**src/shared/fps_pkg.sv**
```systemverilog
package fps_pkg;

  // bus geometry
  localparam int          ADDR_W      = 8;
  localparam int          DATA_W      = 32;
  localparam int          REG_W       = 8;

  // register indices and byte addresses (byte address = 4 * index)
  localparam logic [5:0]  IDX_CONFIG  = 6'h03;
  localparam logic [5:0]  IDX_PROT    = 6'h04;
  localparam logic [5:0]  IDX_STATUS  = 6'h05;
  localparam logic [7:0]  ADDR_CONFIG = {IDX_CONFIG, 2'b00};
  localparam logic [7:0]  ADDR_PROT   = {IDX_PROT, 2'b00};
  localparam logic [7:0]  ADDR_STATUS = {IDX_STATUS, 2'b00};

  // command_status bit positions
  localparam int          ST_BUF_EMPTY = 7;
  localparam int          ST_COMPLETE  = 6;
  localparam int          ST_PROT_VIOL = 5;
  localparam int          ST_ACC_ERR   = 4;
  localparam int          ST_BLANK     = 2;
  localparam int          ST_FAIL      = 1;
  localparam int          ST_DONE      = 0;

  // protection_register bit positions
  localparam int          PR_POLARITY  = 7;
  localparam int          PR_SPARE     = 6;
  localparam int          PR_HI_DIS    = 5;
  localparam int          PR_HI_SIZE   = 3;
  localparam int          PR_LO_DIS    = 2;
  localparam int          PR_LO_SIZE   = 0;

  // flash_config_register bit positions
  localparam int          CF_BE_IE     = 7;
  localparam int          CF_CC_IE     = 6;
  localparam logic [7:0]  CONFIG_MASK  = 8'hc0;

  // reset values
  localparam logic [7:0]  PROT_RST     = 8'hff;
  localparam logic [7:0]  CONFIG_RST   = 8'h00;
  localparam logic        BUF_EMPTY_RST = 1'b1;
  localparam logic        COMPLETE_RST  = 1'b1;

  // protection windows
  localparam logic [15:0] HI_BASE [4] = '{16'hf800, 16'hf000, 16'he000, 16'hc000};
  localparam logic [15:0] LO_BASE     = 16'h4000;
  localparam logic [15:0] LO_TOP  [4] = '{16'h43ff, 16'h47ff, 16'h4fff, 16'h5fff};

  // scenario index = {polarity, low disable, high disable}; bit n = target n allowed
  localparam logic [7:0]  TRANS_ALLOW [8] = '{8'h0f, 8'h0a, 8'h0c, 8'h08,
                                              8'h18, 8'h3c, 8'h5a, 8'hff};

  // command engine to this block
  typedef struct packed {
    logic        word_wr;
    logic [15:0] addr;
    logic        pgm_erase;
    logic        seq_violation;
    logic        cpu_stop;
    logic        busy;
    logic        buf_taken;
    logic        ev_blank;
    logic        ev_not_blank;
  } fps_engine_in_type;

  // this block to command engine
  typedef struct packed {
    logic        launch;
    logic        seq_abort;
  } fps_engine_out_type;

endpackage : fps_pkg

```
**src/core/fps_top.sv**
```systemverilog
`timescale 1ns/1ps

// Summary of operation
// - polarity 1: disable bit 0 protects its range; both disabled means no protection.
// - polarity 0 with both disable bits 1 protects the whole array.
// - polarity 0: a range with disable 0 is the only unprotected region.
// - high window ends at 0xffff, 2-16 KB; low window starts 0x4000, 1-8 KB.
// - protection loads from the array after reset; software may change it later.
// - disallowed scenario writes are silently dropped; readback shows active scenario.
// - only the listed scenario transitions are accepted.
// - normal modes: empty, violation, error writable; complete, blank read-only; rest zero.
// - special modes: fail writable, done read-only; fail must be clear to start.
// - buffer-empty at bit 7; write 1 launches and clears, write 0 no change.
// - write 0 to buffer-empty mid-sequence aborts and sets access error.
// - interrupt requests from buffer-empty and complete flags with their enables.
// - complete clears while buffer-empty clear, sets only when all commands done.
// - violation at bit 5 sets on protected program or erase, write-1 clears, blocks launch.
// - access error at bit 4 on sequence fault, bad command, stop while busy.
// - blank at bit 2 sets on erased verify, clears on new valid launch.
// - special modes: fail at bit 1 sets on failed verify, write-1 clears, blocks launch.
// - special modes: done at bit 0 is 0 while an operation runs, else 1.
// - size fields are writable only while their disable bit is set.
// - protection layout: polarity 7, high disable 5, size 4-3, low disable 2, size 1-0.
module fps_top (
  // clock and reset
  input  wire logic                        i_clk,
  input  wire logic                        i_rst,
  // apb slave
  input  wire logic                        i_psel,
  input  wire logic                        i_penable,
  input  wire logic                        i_pwrite,
  input  wire logic [fps_pkg::ADDR_W-1:0]  i_paddr,
  input  wire logic [fps_pkg::DATA_W-1:0]  i_pwdata,
  output logic      [fps_pkg::DATA_W-1:0]  o_prdata,
  output logic                             o_pready,
  output logic                             o_pslverr,
  // chip mode and nonvolatile protection image
  input  wire logic                        i_special_mode,
  input  wire logic [fps_pkg::REG_W-1:0]   i_nv_prot,
  // command engine
  input  wire fps_pkg::fps_engine_in_type  i_engine,
  output fps_pkg::fps_engine_out_type      o_engine,
  // interrupt requests
  output logic                             o_buf_empty_irq,
  output logic                             o_complete_irq
);

  // bus state
  logic [fps_pkg::DATA_W-1:0] prdata_ff;
  logic                       pready_ff;
  logic                       pslverr_ff;

  // registers and flags
  logic [7:0]  config_ff;
  logic [7:0]  prot_ff;
  logic        loaded_ff;
  logic        buf_empty_ff;
  logic        complete_ff;
  logic        prot_viol_ff;
  logic        acc_err_ff;
  logic        blank_ff;
  logic        fail_ff;
  logic        done_ff;
  logic        seq_ff;
  logic [15:0] seq_addr_ff;
  logic        launch_ff;
  logic        abort_ff;
  logic        be_irq_ff;
  logic        cc_irq_ff;

  // bus decode
  wire         setup     = i_psel & ~i_penable;
  wire         wr_acc    = i_psel & i_penable & i_pwrite & pready_ff;
  wire         hit_cfg   = (i_paddr == fps_pkg::ADDR_CONFIG);
  wire         hit_prot  = (i_paddr == fps_pkg::ADDR_PROT);
  wire         hit_st    = (i_paddr == fps_pkg::ADDR_STATUS);
  wire         mapped    = hit_cfg | hit_prot | hit_st;
  wire  [7:0]  wd        = i_pwdata[7:0];
  wire         wr_cfg    = wr_acc & hit_cfg;
  wire         wr_prot   = wr_acc & hit_prot;
  wire         wr_st     = wr_acc & hit_st;

  // protection fields
  wire         pol       = prot_ff[fps_pkg::PR_POLARITY];
  wire         hi_dis    = prot_ff[fps_pkg::PR_HI_DIS];
  wire         lo_dis    = prot_ff[fps_pkg::PR_LO_DIS];
  wire  [1:0]  hi_size   = prot_ff[fps_pkg::PR_HI_SIZE +: 2];
  wire  [1:0]  lo_size   = prot_ff[fps_pkg::PR_LO_SIZE +: 2];

  // address window decode
  wire         in_hi     = (seq_addr_ff >= fps_pkg::HI_BASE[hi_size]);
  wire         in_lo     = (seq_addr_ff >= fps_pkg::LO_BASE) &
                           (seq_addr_ff <= fps_pkg::LO_TOP[lo_size]);
  wire         win_sel   = (~hi_dis & in_hi) | (~lo_dis & in_lo);
  // polarity 1 protects selected windows, polarity 0 protects everything else
  wire         addr_prot = pol ? win_sel : ~win_sel;

  // scenario transition check
  wire  [2:0]  cur_idx   = {pol, lo_dis, hi_dis};
  wire  [2:0]  new_idx   = {wd[fps_pkg::PR_POLARITY], wd[fps_pkg::PR_LO_DIS],
                            wd[fps_pkg::PR_HI_DIS]};
  wire  [7:0]  allow_row = fps_pkg::TRANS_ALLOW[cur_idx];
  wire         allowed   = allow_row[new_idx];
  wire  [1:0]  nxt_hsize = hi_dis ? wd[fps_pkg::PR_HI_SIZE +: 2] : hi_size;
  wire  [1:0]  nxt_lsize = lo_dis ? wd[fps_pkg::PR_LO_SIZE +: 2] : lo_size;
  wire  [7:0]  prot_wr   = {wd[fps_pkg::PR_POLARITY], prot_ff[fps_pkg::PR_SPARE],
                            wd[fps_pkg::PR_HI_DIS], nxt_hsize,
                            wd[fps_pkg::PR_LO_DIS], nxt_lsize};
  wire  [7:0]  nxt_prot  = ~loaded_ff          ? i_nv_prot :
                           (wr_prot & allowed) ? prot_wr   :
                                                 prot_ff;

  // command launch decisions
  wire         launch_req  = wr_st & wd[fps_pkg::ST_BUF_EMPTY] & buf_empty_ff;
  // any error flag stalls launch; the write-1 is then simply ignored
  wire         err_block   = prot_viol_ff | acc_err_ff | fail_ff;
  wire         launch_try  = launch_req & ~err_block;
  wire         hit_guard   = i_engine.pgm_erase & addr_prot;
  wire         launch_bad  = launch_try & ~seq_ff;
  wire         launch_viol = launch_try & seq_ff & hit_guard;
  wire         launch_ok   = launch_try & seq_ff & ~hit_guard;
  wire         abort_zero  = wr_st & ~wd[fps_pkg::ST_BUF_EMPTY] & seq_ff & buf_empty_ff;
  wire         seq_clr     = launch_ok | launch_viol | abort_zero | i_engine.seq_violation;
  wire         nxt_seq     = i_engine.word_wr | (seq_ff & ~seq_clr);

  // flag next values, set beats clear
  wire         nxt_buf_empty = i_engine.buf_taken | (buf_empty_ff & ~launch_ok);
  // engine keeps busy high across a pending command so complete never blips
  wire         nxt_complete  = nxt_buf_empty & ~i_engine.busy;
  wire         viol_set      = launch_viol;
  wire         viol_clr      = wr_st & wd[fps_pkg::ST_PROT_VIOL];
  wire         nxt_viol      = viol_set | (prot_viol_ff & ~viol_clr);
  wire         err_set       = launch_bad | abort_zero | i_engine.seq_violation |
                               (i_engine.cpu_stop & ~complete_ff);
  wire         err_clr       = wr_st & wd[fps_pkg::ST_ACC_ERR];
  wire         nxt_err       = err_set | (acc_err_ff & ~err_clr);
  wire         nxt_blank     = i_engine.ev_blank | (blank_ff & ~launch_ok);
  wire         fail_set      = i_special_mode & i_engine.ev_not_blank;
  wire         fail_clr      = i_special_mode & wr_st & wd[fps_pkg::ST_FAIL];
  wire         nxt_fail      = fail_set | (fail_ff & ~fail_clr);
  wire         nxt_done      = ~i_engine.busy;

  // register readback
  wire  [7:0]  status_view = {buf_empty_ff, complete_ff, prot_viol_ff, acc_err_ff,
                              1'b0, blank_ff,
                              i_special_mode & fail_ff,
                              i_special_mode & done_ff};
  wire  [7:0]  rd_byte     = hit_cfg  ? config_ff   :
                             hit_prot ? prot_ff     :
                             hit_st   ? status_view :
                                        8'h00;
  wire  [7:0]  nxt_config  = wr_cfg ? (wd & fps_pkg::CONFIG_MASK) : config_ff;

  // apb answer: read data sampled in setup, ready in the access cycle
  always_ff @(posedge i_clk) begin
    if (i_rst) begin
      prdata_ff  <= 32'h0000_0000;
      pready_ff  <= 1'b0;
      pslverr_ff <= 1'b0;
    end else begin
      pready_ff  <= setup;
      pslverr_ff <= setup & ~mapped;
      if (setup) begin
        prdata_ff <= {24'h00_0000, rd_byte};
      end
    end
  end

  // protection register, loaded from the array image once after reset
  always_ff @(posedge i_clk) begin
    if (i_rst) begin
      prot_ff   <= fps_pkg::PROT_RST;
      loaded_ff <= 1'b0;
      config_ff <= fps_pkg::CONFIG_RST;
    end else begin
      prot_ff   <= nxt_prot;
      loaded_ff <= 1'b1;
      config_ff <= nxt_config;
    end
  end

  // command sequence tracking
  always_ff @(posedge i_clk) begin
    if (i_rst) begin
      seq_ff      <= 1'b0;
      seq_addr_ff <= 16'h0000;
    end else begin
      seq_ff <= nxt_seq;
      if (i_engine.word_wr) begin
        seq_addr_ff <= i_engine.addr;
      end
    end
  end

  // status flags
  always_ff @(posedge i_clk) begin
    if (i_rst) begin
      buf_empty_ff <= fps_pkg::BUF_EMPTY_RST;
      complete_ff  <= fps_pkg::COMPLETE_RST;
      prot_viol_ff <= 1'b0;
      acc_err_ff   <= 1'b0;
      blank_ff     <= 1'b0;
      fail_ff      <= 1'b0;
      done_ff      <= 1'b1;
    end else begin
      buf_empty_ff <= nxt_buf_empty;
      complete_ff  <= nxt_complete;
      prot_viol_ff <= nxt_viol;
      acc_err_ff   <= nxt_err;
      blank_ff     <= nxt_blank;
      fail_ff      <= nxt_fail;
      done_ff      <= nxt_done;
    end
  end

  // engine strobes and interrupt requests
  always_ff @(posedge i_clk) begin
    if (i_rst) begin
      launch_ff <= 1'b0;
      abort_ff  <= 1'b0;
      be_irq_ff <= 1'b0;
      cc_irq_ff <= 1'b0;
    end else begin
      launch_ff <= launch_ok;
      abort_ff  <= abort_zero | launch_viol;
      be_irq_ff <= nxt_buf_empty & nxt_config[fps_pkg::CF_BE_IE];
      cc_irq_ff <= nxt_complete & nxt_config[fps_pkg::CF_CC_IE];
    end
  end

  assign o_prdata           = prdata_ff;
  assign o_pready           = pready_ff;
  assign o_pslverr          = pslverr_ff;
  assign o_engine.launch    = launch_ff;
  assign o_engine.seq_abort = abort_ff;
  assign o_buf_empty_irq    = be_irq_ff;
  assign o_complete_irq     = cc_irq_ff;

endmodule : fps_top

```
**config.mk**
```make
export PLATFORM = sky130hd
export DESIGN_NAME = fps_top
export DESIGN_NICKNAME = d
export VERILOG_FILES = /design/src/shared/fps_pkg.sv /design/src/core/fps_top.sv
export SDC_FILE = /design/constraint.sdc
export NUM_CORES = 1
export LEC_CHECK = 0
export BUFFER_PORTS_ARGS = -buffer_cell sky130_fd_sc_hd__buf_2
export CAP_MARGIN = 30
export CORE_UTILIZATION = 43
export CTS_CLUSTER_DIAMETER = 120
export DETAILED_ROUTE_END_ITERATION = 6
export HOLD_SLACK_MARGIN = 0.06
export PLACE_DENSITY = 0.77
export SLEW_MARGIN = 20
export SYNTH_ARGS = -nofsm -noshare
export SYNTH_HDL_FRONTEND = slang
export SYNTH_SLANG_ARGS = --single-unit
```
**constraint.sdc**
```tcl
create_clock -name i_clk -period 1.86 [get_ports i_clk]
set_input_delay 0 -clock i_clk [delete_from_list [all_inputs] [get_ports i_clk]]
set_output_delay 0 -clock i_clk [all_outputs]
set_load 0.05 [all_outputs]
```
# Word-level counts from Yosys, hierarchy flattened
# Memories as Yosys holds them, arrays and structs flattened.
# Index checks and enable logic that the tools add are counted.
# totals
regBits,49
latchBits,0
ramBits,0
rom_bits,64
inputBits,78
output_inout_bits,38
mem_count,1
# memory_table
name,depth,word_bits,rd,rd_ports_with_merged_regs,wr,line,rtl
(no name shown),8,8,1,0,0,fps_top.sv:102,wire [7:0] allow_row = fps_pkg::TRANS_ALLOW[cur_idx];
# classes
add_sub_neg,0
mul,0
div_mod_pow,0
magnitude_cmp,7
n_eq_ne,6
n_shift,0
mux,20
bitwise,77
n_reduce_logical,2
# ops
op,count
$bmux W16 S2,2
$mux W16,4
$mux W8,8
$and A1 B1 Y1,40
$or A1 B1 Y1,18
$eq A8 B5 Y1 const B,2
$ge A16 B15 Y1 const B,1
$ge A16 B16 Y1,1
$le A16 B16 Y1,1
$not A1 Y1,16
$eq A8 B4 Y1 const B,1
$ge A3 B3 Y1 const B,2
$not A2 Y3,2
$ge A4 B4 Y1 const B,1
$lt A3 B4 Y1 const B,1
$mux W2,2
$ne A2 B2 Y1 const B,2
$not A3 Y4,1
$reduce_and A2 Y1,2
$bmux W1 S3,1
$mux W1,3
$ne A2 B1 Y1 const B,1

# Logic depth before layout (Yosys ltp)
# Gate-level depths: netlist (run 1).
# depth
depth_word,19
ltp_mapped,8
ltp_nobuf,8

# Worst setup path after synthesis (run 1)
# Ideal clock, no wire load.
# synth_timing
path_kind,register -> register
startpoint,register prot_ff[4]
endpoint,register complete_ff
setup_ns,0.127
arrival_ns,1.921
setup_slack_ns,-0.189
stages_incl_launch_ff,9
period_less_slack_ns,2.049
path_cell_list,dfxtp_1 > and2_1 > ha_1 > nor4bb_1 > nand4_1 > a311oi_1 > nor3_1 > a2111oi_4 > o21ai_1
# synth_between
elab_chain_cells,16
# synth_rtl
item,line,rtl
"start, declared",fps_top.sv:55,logic [7:0] prot_ff;
"start signal, assigned",fps_top.sv:172,prot_ff <= fps_pkg::PROT_RST;
"start signal, assigned",fps_top.sv:176,prot_ff <= nxt_prot;
$not A2 Y3 (not written as such) (*),fps_top.sv:91,wire in_hi = (seq_addr_ff >= fps_pkg::HI_BASE[hi_size]);
$bmux W16 S2 (*),fps_top.sv:91,
$mux W16 (not written as such) (*) (2 in series),fps_top.sv:91,
$ge A16 B16 Y1 (*),fps_top.sv:91,
$and A1 B1 Y1 (*),fps_top.sv:94,wire win_sel = (~hi_dis & in_hi) | (~lo_dis & in_lo);
$or A1 B1 Y1 (*),fps_top.sv:94,
$not A1 Y1,fps_top.sv:96,wire addr_prot = pol ? win_sel : ~win_sel;
$mux W1 (*),fps_top.sv:96,
$and A1 B1 Y1 (*),fps_top.sv:118,wire hit_guard = i_engine.pgm_erase & addr_prot;
$not A1 Y1 (*),fps_top.sv:121,wire launch_ok = launch_try & seq_ff & ~hit_guard;
$and A1 B1 Y1 (*),fps_top.sv:121,
$not A1 Y1 (*),fps_top.sv:127,wire nxt_buf_empty = i_engine.buf_taken | (buf_empty_ff & ~launch_ok);
$and A1 B1 Y1 (*),fps_top.sv:127,
$or A1 B1 Y1 (*),fps_top.sv:127,
$and A1 B1 Y1 (*),fps_top.sv:129,wire nxt_complete = nxt_buf_empty & ~i_engine.busy;
"end signal, assigned",fps_top.sv:199,complete_ff <= fps_pkg::COMPLETE_RST;
"end signal, assigned",fps_top.sv:207,complete_ff <= nxt_complete;
"end, declared",fps_top.sv:58,logic complete_ff;
# Every way passes the cells marked *; elsewhere a longest branch is shown, timed or not. The select of a mux whose other input is x is not followed.
# A chain may end at the register's enable or synchronous reset.

# Final worst setup path (run 1)
# layout_timing
startpoint,register prot_ff[1]
endpoint,register be_irq_ff (netlist: o_buf_empty_irq)
# layout_between
elab_chain_cells,17
# layout_rtl
item,line,rtl
$not A2 Y3 (not written as such) (*),fps_top.sv:93,(seq_addr_ff <= fps_pkg::LO_TOP[lo_size]);
$bmux W16 S2 (*),fps_top.sv:93,
$mux W16 (not written as such) (*) (2 in series),fps_top.sv:93,
$le A16 B16 Y1 (*),fps_top.sv:93,
$and A1 B1 Y1 (*),fps_top.sv:92,wire in_lo = (seq_addr_ff >= fps_pkg::LO_BASE) &
$and A1 B1 Y1 (*),fps_top.sv:94,
$or A1 B1 Y1 (*),fps_top.sv:94,
$not A1 Y1,fps_top.sv:96,
$mux W1 (*),fps_top.sv:96,
$and A1 B1 Y1 (*),fps_top.sv:118,
$not A1 Y1 (*),fps_top.sv:121,
$and A1 B1 Y1 (*),fps_top.sv:121,
$not A1 Y1 (*),fps_top.sv:127,
$and A1 B1 Y1 (*),fps_top.sv:127,
$or A1 B1 Y1 (*),fps_top.sv:127,
$and A1 B1 Y1 (*),fps_top.sv:226,be_irq_ff <= nxt_buf_empty & nxt_config[fps_pkg::CF_BE_IE];
"end signal, assigned",fps_top.sv:226,
"end, declared",fps_top.sv:68,logic be_irq_ff;
# Marks and branches as above.

==> summary.md, run 1 <==
| Metric | Value |
|---|---|
| Final worst path period need | `2.10 ns` |
| RR Startpoint | `prot_ff[1]$_SDFFE_PP1P_` |
| Seq cells post-synth | `49` |
| Ranking of synthesized cells by area | `dfxtp_1 37%, mux2i_1 8.3%, buf_4 7.4%, nor2_1 5.0%, ha_1 3.8%` |
| First-iteration detailed-routing DRC count | `113` |
| Delay of the slowest critical-path stage | `0.44 ns` |
| Synth Warn # | `0` |
| DR DRC count | `0` |
| Met1 wire length | `2.92 mm` |
| Vias in the first global route | `2,487` |
| Layout cell share with drive strength beyond 1 | `31.8%` |
| Core Area | `0.00592 mm2` |
| DIE HEIGHT | `80.4 um` |
| Reg2reg end | `o_buf_empty_irq$_SDFF_PP0_` |
| Synth unique cells | `56` |
| CTS H-tree lvls | `2` |
| Initial antenna violation count | `0` |
| Final setup violating endpoints | `8` |
| Clk_skew | `0.00718 ns` |
| # port buffers | `67` |
| Critical Path RT | `2.04 ns` |
| TritonCTS clock tree | `yes` |
| Total Neg Setup Slack | `-1.64 ns` |
| Max-Cap Viols | `0` |
| Reg clk slew, reported paths | `0.09 ns` |
| Worst-path fanout max | `4` |
| Setup crit start kind | `flop` |
| CP arrival | `2.28 ns` |
| Die width | `80.4 um` |
| Final ANT Viol Nets | `0` |
| DIE AREA | `0.00647 mm2` |
| Unrepaired setup endpoints after global routing | `true` |
| Number of enable flip-flop cells after synthesis | `0` |
| Final WL | `7.04 mm` |
| Syn Inst Count | `293` |
| Root buf cell | `clkbuf_8` |
| # nets final | `497` |
| Pwr Density | `673 mW/mm2` |
| Global-route wire length before repair | `11.4 mm` |
| Worst path slowest cell | `a2111oi_4` |
| R2r worst-path depth | `8` |
| Largest net degree at the start of global routing | `25` |
| Initial Util | `44.7%` |
| WL met2 | `3.56 mm` |
| Setup CP Type | `flop to flop` |
| # clock sinks | `49` |
| Dpl hpwl | `4.90 mm` |
| WL per Instance | `14.4 um` |
| Remaining Overflow, GRT | `0` |
| Ant diodes | `0` |
| Avg Synthesized Cell Area | `9.02 um2` |
| Area share of the largest cell type after synthesis | `37.1%` |
| Min-Delay Path Class | `input port to flop` |
| Worst Setup Slack, final | `-0.237 ns` |
| Reg2Reg Setup Slack | `-0.24 ns` |
| Max-slew violations | `0` |
| FFs w/ async S/R, synth | `0%` |
| Cell row count | `28` |
| CP Capture Type | `flop` |
| Total Routing Usage GR | `23.2%` |
| Commonest non-fill, non-tap cells in the layout | `67 x buf_2, 44 x dfxtp_1, 37 x dlygate4sd3_1` |
| Vias | `2,542` |
| Run status | `finished, violations left` |
| Post-Layout Cell Count | `487` |
| Largest area contributor in the netlist | `dfxtp_1` |
| Crit share post-route | `113%` |
| Post-Syn Area | `0.00264 mm2` |
| Commonest non-fill, non-tap cell in the layout | `buf_2` |
| Failing checks | `setup timing` |
| Maximum VDD drop | `0.000513 V` |
| Clk Latency, worst-skew pair | `0.31 ns` |
| DR WL met3 | `374 um` |
| Sequential area share after synthesis | `37.1%` |
| Area delta synth->final | `38.8%` |
| Max layer used | `met4` |
| TritonRoute pass-1 iters | `4` |
| Final hold violation count | `0` |
| Largest buffer count on any clock path | `2` |
| Critical hold path startpoint | `i_pwdata[0]` |
| Final GP Congestion | `0.863` |
| Hold path depth | `4` |
| CTS buffer count | `5` |
| FMAX | `477 MHz` |
| Vias per cell | `5.22` |
| Leak pwr | `0.00164 uW` |
| Top-Level Pins | `116` |
| Cells along the critical path | `inv_1 > ha_1 > a21o_1 > a211oi_2 > o211ai_1 > a21oi_2 > a2111oi_4 > nor3_1` |
| Ys flop type | `dfxtp_1` |
| Dpl cells | `439` |
| Hold worst-path end | `prot_ff[0]$_SDFFE_PP1P_` |
## worst max path at each step
stage | endpoint | cells after the start | from | slack (ns)
after detailed placement | blank_ff$_SDFF_PP0_ | 7 | prot_ff[4]$_SDFFE_PP1P_ | -0.23
after floorplan | o_complete_irq$_SDFF_PP0_ | 8 | prot_ff[4]$_SDFFE_PP1P_ | -0.05
after global placement | o_complete_irq$_SDFF_PP0_ | 8 | prot_ff[4]$_SDFFE_PP1P_ | -0.16
after global routing | complete_ff$_SDFF_PP1_ | 8 | prot_ff[0]$_SDFFE_PP1P_ | -0.35
after CTS | prot_viol_ff$_SDFF_PP0_ | 8 | prot_ff[4]$_SDFFE_PP1P_ | -0.21
final | o_buf_empty_irq$_SDFF_PP0_ | 8 | prot_ff[1]$_SDFFE_PP1P_ | -0.24
## worst max-delay path: cells and delay by family (launching register included)
| kind | cells | cell delay [ns] |
|---|---|---|
| adders and majority gates | 1 | 0.30 |
| buffers and inverters | 1 | 0.06 |
| AOI/OAI and AO/OA | 5 | 1.16 |
| DFF | 1 | 0.36 |
| and+or+nand+nor | 1 | 0.09 |
## cells by family after synthesis
| logic type | after synthesis | synth area share, % |
|---|---|---|
| DFF | 49 | 37.1 |
| adders and majority gates | 8 | 3.79 |
| muxes | 27 | 10.5 |
| and+or+nand+nor | 111 | 23.0 |
| other | 1 | 0.142 |
| buffers and inverters | 48 | 10.9 |
| AOI/OAI and AO/OA | 49 | 14.6 |
## layer usage
metal	vias to the layer above	track usage, %
li1	1242	-
met1	1199	25.9
met2	84	42.5
met3	17	4.77
met4	0	9.29
met5	-	0
## cell usage after synthesis (3+ instances only)
library cell / instances
nand4_1: 7
a21oi_1: 15
mux2_2: 5
dfxtp_1: 49
a2111oi_0: 3
and2_1: 6
buf_4: 26
clkbuf_1: 8
inv_1: 7
nor2b_1: 5
nor4_2: 3
nor4_1: 4
mux2i_1: 22
nor2_1: 35
nand2_1: 17
nor3_1: 7
o21ai_0: 3
ha_1: 8
nand3_1: 10
a31oi_1: 4
## per-stage QoR
| stage | setup WS, ns | cell area (um2) | hold WS (ns) | total power [uW] | utilization [%] |
|---|---|---|---|---|---|
| after floorplan | -0.0495 | 2740 | 0.0619 | 1500 | - |
| after global placement | -0.161 | 3070 | 0.201 | 1600 | 51.8 |
| after detailed placement | -0.234 | 3070 | 0.197 | 1610 | 51.8 |
| after CTS | -0.213 | 3640 | 0.0617 | 2480 | 61.5 |
| after global routing | -0.355 | 3670 | 0.0972 | 2580 | 62.0 |
| final | -0.237 | 3670 | 0.0602 | 2470 | 62.0 |
## sequential cells by signal, summed over array words and instances (netlist names)
name / flops
o_buf_empty_irq: 1
loaded_ff: 1
blank_ff: 1
complete_ff: 1
o_pslverr: 1
buf_empty_ff: 1
abort_ff: 1
prot_viol_ff: 1
done_ff: 1
seq_addr_ff: 16
o_pready: 1
fail_ff: 1
config_ff: 2
o_complete_irq: 1
acc_err_ff: 1
o_prdata: 8
launch_ff: 1
prot_ff: 8
seq_ff: 1
## layout make-up
cell class	instances	area (um2)
Timing Repair Buffer	127	878
Multi-Input combinational cell	219	1560
Clock inverter	1	30.0
Tap cell	75	93.8
Fill cell	496	2250
Sequential cell	49	990
Clock buffer	7	86.3
Inverter	9	33.8
## power by group
part | switching, uW | internal, uW
Clock | 344 | 438
Combinational | 316 | 235
Sequential | 42.1 | 1100
Total | 702 | 1770
## repair_timing
action / CTS / global route
endpoints found under the setup margin: 10 / 14
hold buffers: 37 / 0
hold endpoints to repair: 36 / 0
pin swaps: 7 / 14
buffers inserted: 2 / 1
resized for setup: 16 / 7
No activity file was read; power rests on OpenSTA's default activity.
==> inputs of run 2 (changes only) <==
--- a/config.mk
+++ b/config.mk
@@ -7,4 +7,6 @@
 export LEC_CHECK = 0
+export ABC_AREA = 1
 export BUFFER_PORTS_ARGS = -buffer_cell sky130_fd_sc_hd__buf_2
 export CAP_MARGIN = 30
+export CORE_MARGIN = 2
 export CORE_UTILIZATION = 43
@@ -13,3 +15,3 @@
 export HOLD_SLACK_MARGIN = 0.06
-export PLACE_DENSITY = 0.77
+export PLACE_DENSITY = 0.76
 export SLEW_MARGIN = 20
==> constraint.sdc (replaced) <==
create_clock -name i_clk -period 1.86 [get_ports i_clk]
set_input_delay 0.558 -clock i_clk [delete_from_list [all_inputs] [get_ports i_clk]]
set_output_delay 0.558 -clock i_clk [all_outputs]
set_load 0.05 [all_outputs]
==> run 2 against run 1 <==
Critical path depth up 10; global-route usage down 4.4 points; design area shrank 12%; the flow now finishes without violations; first-iteration DRC count is 50% higher; clock power shrank 23%; worst hold slack better by 0.37 ns; highest routed layer unchanged; core utilization down 7.8 points.
==> summary.md, run 2 <==
| Metric | Value |
|---|---|
| Synth Area in XOR/XNOR | `0%` |
| Global-route wire length before repair | `9.96 mm` |
| TritonRoute pass-1 iters | `5` |
| Final worst path period need | `1.79 ns` |
| Maximum VDD drop | `0.000452 V` |
| Remaining Overflow, GRT | `0` |
| Vias | `2,592` |
| Area delta synth->final | `21.5%` |
| Post-synthesis adder-cell area fraction | `3.77%` |
| TritonCTS clock tree | `yes` |
| Final setup violating endpoints | `0` |
| Number of flip-flops in the largest register | `16` |
| FMAX | `560 MHz` |
| Root buf cell | `clkbuf_8` |
| Initial antenna violation count | `0` |
| Post-synthesis compound-gate area fraction | `12.6%` |
| Number of enable flip-flop cells after synthesis | `0` |
| Final hold violation count | `0` |
| Final WL | `6.26 mm` |
| Total design power | `2190 uW` |
| Worst Setup Slack post-DPL | `-0.0794 ns` |
| Final GP Congestion | `0.958` |
| Core Area | `0.00596 mm2` |
| Vias in the first global route | `2,315` |
| Reg clk slew, reported paths | `0.09 ns` |
| Clk Latency, worst-skew pair | `0.30 ns` |
| Layout cell share with drive strength beyond 1 | `27.4%` |
| Synth Warn # | `0` |
| Final ANT Viol Nets | `0` |
| Mux cell area share after synthesis | `0%` |
| # port buffers | `67` |
| Largest register by flop count | `seq_addr_ff` |
| Ranking of synthesized cells by area | `dfxtp_1 37%, nand2_1 12%, buf_4 7.3%, nor2_1 7.2%, inv_1 5.9%` |
| Syn Inst Count | `383` |
| Crit share post-route | `96.0%` |
| Cell row count | `28` |
| First-iteration detailed-routing DRC count | `169` |
| Reg2Reg Setup Slack | `0.07 ns` |
| R2r worst-path depth | `18` |
| CP endpoint | `o_buf_empty_irq$_SDFF_PP0_` |
| Leak pwr | `0.00166 uW` |
| FFs w/ async S/R, synth | `0%` |
| Critical Path Start | `prot_ff[4]$_SDFFE_PP1P_` |
| Critical Path RT | `2.06 ns` |
| CTS H-tree lvls | `2` |
| Avg Synthesized Cell Area | `6.94 um2` |
| Ant diodes | `0` |
| CP arrival | `1.98 ns` |
| Max-Cap Viols | `0` |
| Max-slew violations | `0` |
| Synth unique cells | `31` |
| Cell with the most instances after synthesis | `nand2_1` |
| Final Hold Slack | `0.435 ns` |
| Hold Buf Count CTS | `0` |
| Reg2reg end | `o_buf_empty_irq$_SDFF_PP0_` |
| DIE HEIGHT | `82.6 um` |
| Sequential area share after synthesis | `36.9%` |
| Vias per cell | `4.81` |
| Ys flop type | `dfxtp_1` |
| Die width | `82.6 um` |
| Setup crit start kind | `flop` |
| Total Routing Usage GR | `18.8%` |
| CTS buffer count | `5` |
| CP top delay family | `simple AND/OR/NAND/NOR gates` |
| Dpl hpwl | `4.74 mm` |
| Cells along the critical path | `nand2_2 > inv_2 > ha_4 > nand2_1 > inv_2 > nand2_1 > nor2_1 > nand2_1 > nand2_1 > nand2_2 > nand2_2 > nand2_2 > nand3_2 > nand2_4 > nand2_2 > nand2_2 > inv_2 > nor2_1` |
| # clock sinks | `49` |
| Worst-path fanout max | `5` |
| Final Core Density | `54.2%` |
| Largest buffer count on any clock path | `2` |
| WL per Instance | `11.6 um` |
| Synth Area in Simple Gates | `31.4%` |
| Setup CP Type | `flop to flop` |
| Unrepaired setup endpoints after global routing | `true` |
| Most frequent CP cell | `nand2_2` |
| Largest area contributor in the netlist | `dfxtp_1` |
| Worst path slowest cell | `dfxtp_4` |
| Cell depth of the worst setup path | `18` |
| Run status | `finished, final reports clean` |
| Largest family of logic cells by synthesized area | `simple AND/OR/NAND/NOR gates` |
| Largest net degree at the start of global routing | `21` |
| Seq cells post-synth | `49` |
| Worst Setup Slack, final | `0.0742 ns` |
| DR DRC count | `0` |
| DIE AREA | `0.00682 mm2` |
| Clk_skew | `0.0108 ns` |
| Delay of the slowest critical-path stage | `0.37 ns` |
| Commonest non-fill, non-tap cells in the layout | `80 x nand2_1, 67 x buf_2, 49 x nor2_1` |
| Pwr Density | `678 mW/mm2` |
| RR Startpoint | `prot_ff[4]$_SDFFE_PP1P_` |
| # nets final | `549` |
| Post-Syn Area | `0.00266 mm2` |
| Crit path buf inv count | `3` |
| Initial Util | `44.6%` |
| Top-Level Pins | `116` |
| Commonest non-fill, non-tap cell in the layout | `nand2_1` |
| Min-Delay Path Class | `input port to flop` |
| Leading cell types by count after synthesis | `85 x nand2_1, 51 x nor2_1, 49 x dfxtp_1` |
| Area share of the largest cell type after synthesis | `36.9%` |
| Max_slew headroom | `59.7%` |
| Worst slew pin tran | `0.604 ns` |
| CP Capture Type | `flop` |
==> run 2: cell count changes after synthesis, moves of 6 or more <==
cell and delta:
nand2_1 +68, nand3_1 +17, nor3_1 -7, o21ai_0 +25, inv_1 +35, and2_1 -6, mux2i_1 -22, nor2_1 +16
==> run 2: where the power goes <==
part | internal [uW] | switching, uW
clock network | 261 | 340
registers | 1100 | 46.0
logic | 146 | 296
==> run 2: cell type report <==
class                   count  area [um2]
multi-input cells         276        1410
fillers                   569        2730
well taps                  75        93.8
clock inverters             2        10.0
inverters                  44         165
flip-flops and latches     49         993
clock buffers               6        72.6
repair buffers             87         485
==> run 2: stage by stage <==
stage	area, um2	cells	setup TNS, ns
final	3230	539	0
after global routing	3230	539	-0.370
after CTS	3140	535	0
after detailed placement	3050	527	-0.372
after global placement	3050	527	-0.204
after floorplan	2740	406	0
==> run 2: cells by family after synthesis <==
group | count (synthesis)
other | 1
adder cells (fa/ha/maj) | 8
buffers and inverters | 81
AND/OR/NAND/NOR | 184
AO/OA/AOI/OAI | 60
flip-flops | 49
==> run 2: worst register-to-register path, stage by stage, from the launching register on <==
cell	delay, ns
dfxtp_4	0.37
nand2_2	0.08
inv_2	0.04
ha_4	0.26
nand2_1	0.06
inv_2	0.05
nand2_1	0.04
nor2_1	0.08
nand2_1	0.06
nand2_1	0.08
nand2_2	0.07
nand2_2	0.08
nand2_2	0.06
nand3_2	0.10
nand2_4	0.06
nand2_2	0.06
nand2_2	0.05
inv_2	0.06
nor2_1	0.04
==> run 2: layer usage <==
| layer | track usage (%) | part of all wire [%] | vias up |
|---|---|---|---|
| li1 | - | - | 1344 |
| met3 | 4.13 | 7.9 | 11 |
| met2 | 30.6 | 46 | 116 |
| met5 | 0 | 0 | - |
| met1 | 24.5 | 45 | 1121 |
| met4 | 7.05 | 1.6 | 0 |
==> run 2: timing repair <==
item / 4_1_cts / 5_1_grt
endpoints found under the setup margin: 4 / 8
gates resized for setup: 2 / 21
pin swaps: 0 / 2
buffers inserted: 0 / 4
cloned: 0 / 0
==> run 2: worst min-delay path by stage <==
stage / start / to / slack (ns) / cells past startpoint
6_report: i_engine[3] / done_ff$_SDFF_PP1_ / 0.43 / 2
5_1_grt: i_engine[3] / done_ff$_SDFF_PP1_ / 0.44 / 2
4_1_cts: i_engine[3] / done_ff$_SDFF_PP1_ / 0.43 / 2
3_5_place_dp: o_prdata[4]$_SDFFE_PP0P_ / o_prdata[4]$_SDFFE_PP0P_ / 0.46 / 2
3_3_place_gp: seq_addr_ff[15]$_SDFFE_PP0P_ / seq_addr_ff[15]$_SDFFE_PP0P_ / 0.46 / 2
2_1_floorplan: prot_ff[6]$_SDFFE_PP1N_ / prot_ff[6]$_SDFFE_PP1N_ / 0.44 / 2
==> inputs of run 3 (changes only) <==
ABC_AREA = 0   (was 1)
PLACE_DENSITY = 0.77   (was 0.76)
==> run 3 against run 2 <==
The run now ends with setup timing left; critical path depth decreased by 10; design area increased by 7.4%; clock skew down 0.0031 ns; sequential cell count stayed put; worst hold slack improved by 0.0091 ns; critical endpoint is now prot_viol_ff$_SDFF_PP0_; highest routed layer unchanged.
==> summary.md, run 3 (synthesized netlist as in run 1, its figures left out) <==
| Metric | Value |
|---|---|
| Number of flip-flops in the largest register | `16` |
| CTS H-tree lvls | `2` |
| Worst path slowest cell | `a311o_1` |
| Cell row count | `28` |
| Run status | `finished, violations left` |
| Net Sw Frac | `29.7%` |
| Min-Delay Path Class | `input port to flop` |
| Vias | `2,393` |
| Critical Path RT | `2.08 ns` |
| Initial Util | `44.7%` |
| DIE HEIGHT | `82.4 um` |
| DIE AREA | `0.00679 mm2` |
| Critical hold path startpoint | `i_engine[3]` |
| Combinational share of power | `21.3%` |
| Hold Buf Count CTS | `0` |
| CP Capture Type | `flop` |
| Root buf cell | `clkbuf_8` |
| # nets final | `475` |
| Largest register by flop count | `seq_addr_ff` |
| Remaining Overflow, GRT | `0` |
| Layer carrying the most global-route usage | `met2` |
| # port buffers | `67` |
| Grt met2 use | `35.6%` |
| Die width | `82.4 um` |
| Sequential Power Share | `46.8%` |
| NetSw | `719 uW` |
| WL per Instance | `14.1 um` |
| Final instance area | `0.00347 mm2` |
| Reg2reg end | `prot_viol_ff$_SDFF_PP0_` |
| Setup crit start kind | `flop` |
| RR Startpoint | `prot_ff[4]$_SDFFE_PP1P_` |
| Final Core Density | `58.5%` |
| Clk Latency, worst-skew pair | `0.31 ns` |
| Hold worst-path end | `done_ff$_SDFF_PP1_` |
| Initial antenna violation count | `0` |
| Final setup violating endpoints | `8` |
| Largest buffer count on any clock path | `2` |
| First-iteration detailed-routing DRC count | `137` |
| Top-Level Pins | `116` |
| Failing checks | `setup timing` |
| Final worst path period need | `2.11 ns` |
| Reg clk slew, reported paths | `0.09 ns` |
| CP top delay family | `compound AO/OA/AOI/OAI gates` |
| Max-slew violations | `0` |
| Commonest non-fill, non-tap cells in the layout | `67 x buf_2, 44 x dfxtp_1, 35 x buf_4` |
| Placed cell areas | `0.00323 mm2` |
| R2r worst-path depth | `8` |
| Area of the multi-input gates | `0.00160 mm2` |
| DR DRC count | `0` |
| GRT met3 Usage | `5.33%` |
| Leak pwr | `0.00157 uW` |
| Hold path depth | `2` |
| Area delta synth->final | `31.1%` |
| FMAX | `473 MHz` |
| Cells along the critical path | `and2_4 > ha_4 > nor4bb_4 > nand4_1 > a311o_1 > a21oi_2 > nor2_2 > o31ai_1` |
| Total Routing Usage GR | `20.5%` |
| Seq. cell area | `990 um2` |
| Critical Path Start | `prot_ff[4]$_SDFFE_PP1P_` |
| Setup CP Type | `flop to flop` |
| # clock sinks | `49` |
| CP arrival | `2.34 ns` |
| Vias per cell | `5.15` |
| Ant diodes | `0` |
| Worst-path fanout max | `4` |
| Worst Setup Slack, final | `-0.253 ns` |
| Int Pwr | `1700 uW` |
| Unrepaired setup endpoints after global routing | `true` |
| Core Area | `0.00592 mm2` |
| Maximum VDD drop | `0.000465 V` |
| Largest net degree at the start of global routing | `20` |
| Crit share post-route | `114%` |
| TritonCTS clock tree | `yes` |
| Final WL | `6.55 mm` |
| Layout cell share with drive strength beyond 1 | `39.2%` |
| Final hold violation count | `0` |
| M1 GR Usage | `23.9%` |
| Dpl hpwl | `5.09 mm` |
| Fillers | `549` |
| Vias in the first global route | `2,318` |
| Crit path buf inv count | `0` |
| Clk_skew | `0.00769 ns` |
| Max-Cap Viols | `0` |
| Commonest non-fill, non-tap cell in the layout | `buf_2` |
| TritonRoute pass-1 iters | `4` |
| Pwr Density | `699 mW/mm2` |
| Delay of the slowest critical-path stage | `0.36 ns` |
| Global-route wire length before repair | `10.6 mm` |
| CTS buffer count | `5` |
| Final GP Congestion | `0.841` |
| Clk pwr share | `31.9%` |
| Final ANT Viol Nets | `0` |
| Reg2Reg Setup Slack | `-0.25 ns` |
[run 3: per-layer routing]
metal | wire (um) | part of all wire (%)
met5 | 0 | 0
met2 | 3370 | 51
met3 | 441 | 6.7
met4 | 87 | 1.3
met1 | 2650 | 41
[run 3: worst reg2reg max path: cells and delay by family (launching register included)]
family,cells,cell delay [ns]
compound gates,3,0.81
simple gates,4,0.61
flops,1,0.35
fa+ha+maj,1,0.26
[run 3: worst max path at each step]
stage	to	depth (start not counted)
6_report	prot_viol_ff$_SDFF_PP0_	8
5_1_grt	buf_empty_ff$_SDFF_PP1_	8
4_1_cts	prot_viol_ff$_SDFF_PP0_	8
3_5_place_dp	prot_viol_ff$_SDFF_PP0_	9
3_3_place_gp	prot_ff[3]$_SDFFE_PP1P_	7
2_1_floorplan	o_complete_irq$_SDFF_PP0_	8
[run 3: power groups by stage]
stage / registers, uW / clock network [uW] / logic, uW
floorplan: 1170 / 0 / 343
global placement: 1150 / 0 / 470
detailed placement: 1160 / 0 / 479
CTS: 1130 / 781 / 499
global route: 1140 / 820 / 563
finish: 1130 / 773 / 517
[run 3: final cells by class]
cell class                 count  share of cell area [%]
clock buffer                   6                    2.09
clock inverter                 2                    1.12
timing repair buffer         105                    18.5
inverter                       9                   0.975
multi-input combinational    219                    46.1
tap                           75                    2.71
sequential                    49                    28.6
[run 3: stage by stage]
| stage | worst slack (ns) | hold slack (ns) | setup TNS [ns] | power [uW] | std cells |
|---|---|---|---|---|---|
| after floorplan | -0.0495 | 0.440 | -0.194 | 1510 | 316 |
| after global placement | -0.263 | 0.441 | -3.92 | 1620 | 454 |
| after detailed placement | -0.296 | 0.445 | -4.10 | 1640 | 454 |
| after CTS | -0.246 | 0.442 | -1.70 | 2410 | 462 |
| after global routing | -0.360 | 0.436 | -2.66 | 2530 | 465 |
| final | -0.253 | 0.444 | -1.67 | 2420 | 465 |
[run 3: what timing repair did]
item	4_1_cts	5_1_grt
endpoints found under the hold margin	0	0
setup endpoints to repair	10	17
setup buffers	0	3
pin swaps	5	3
resized for setup	8	16
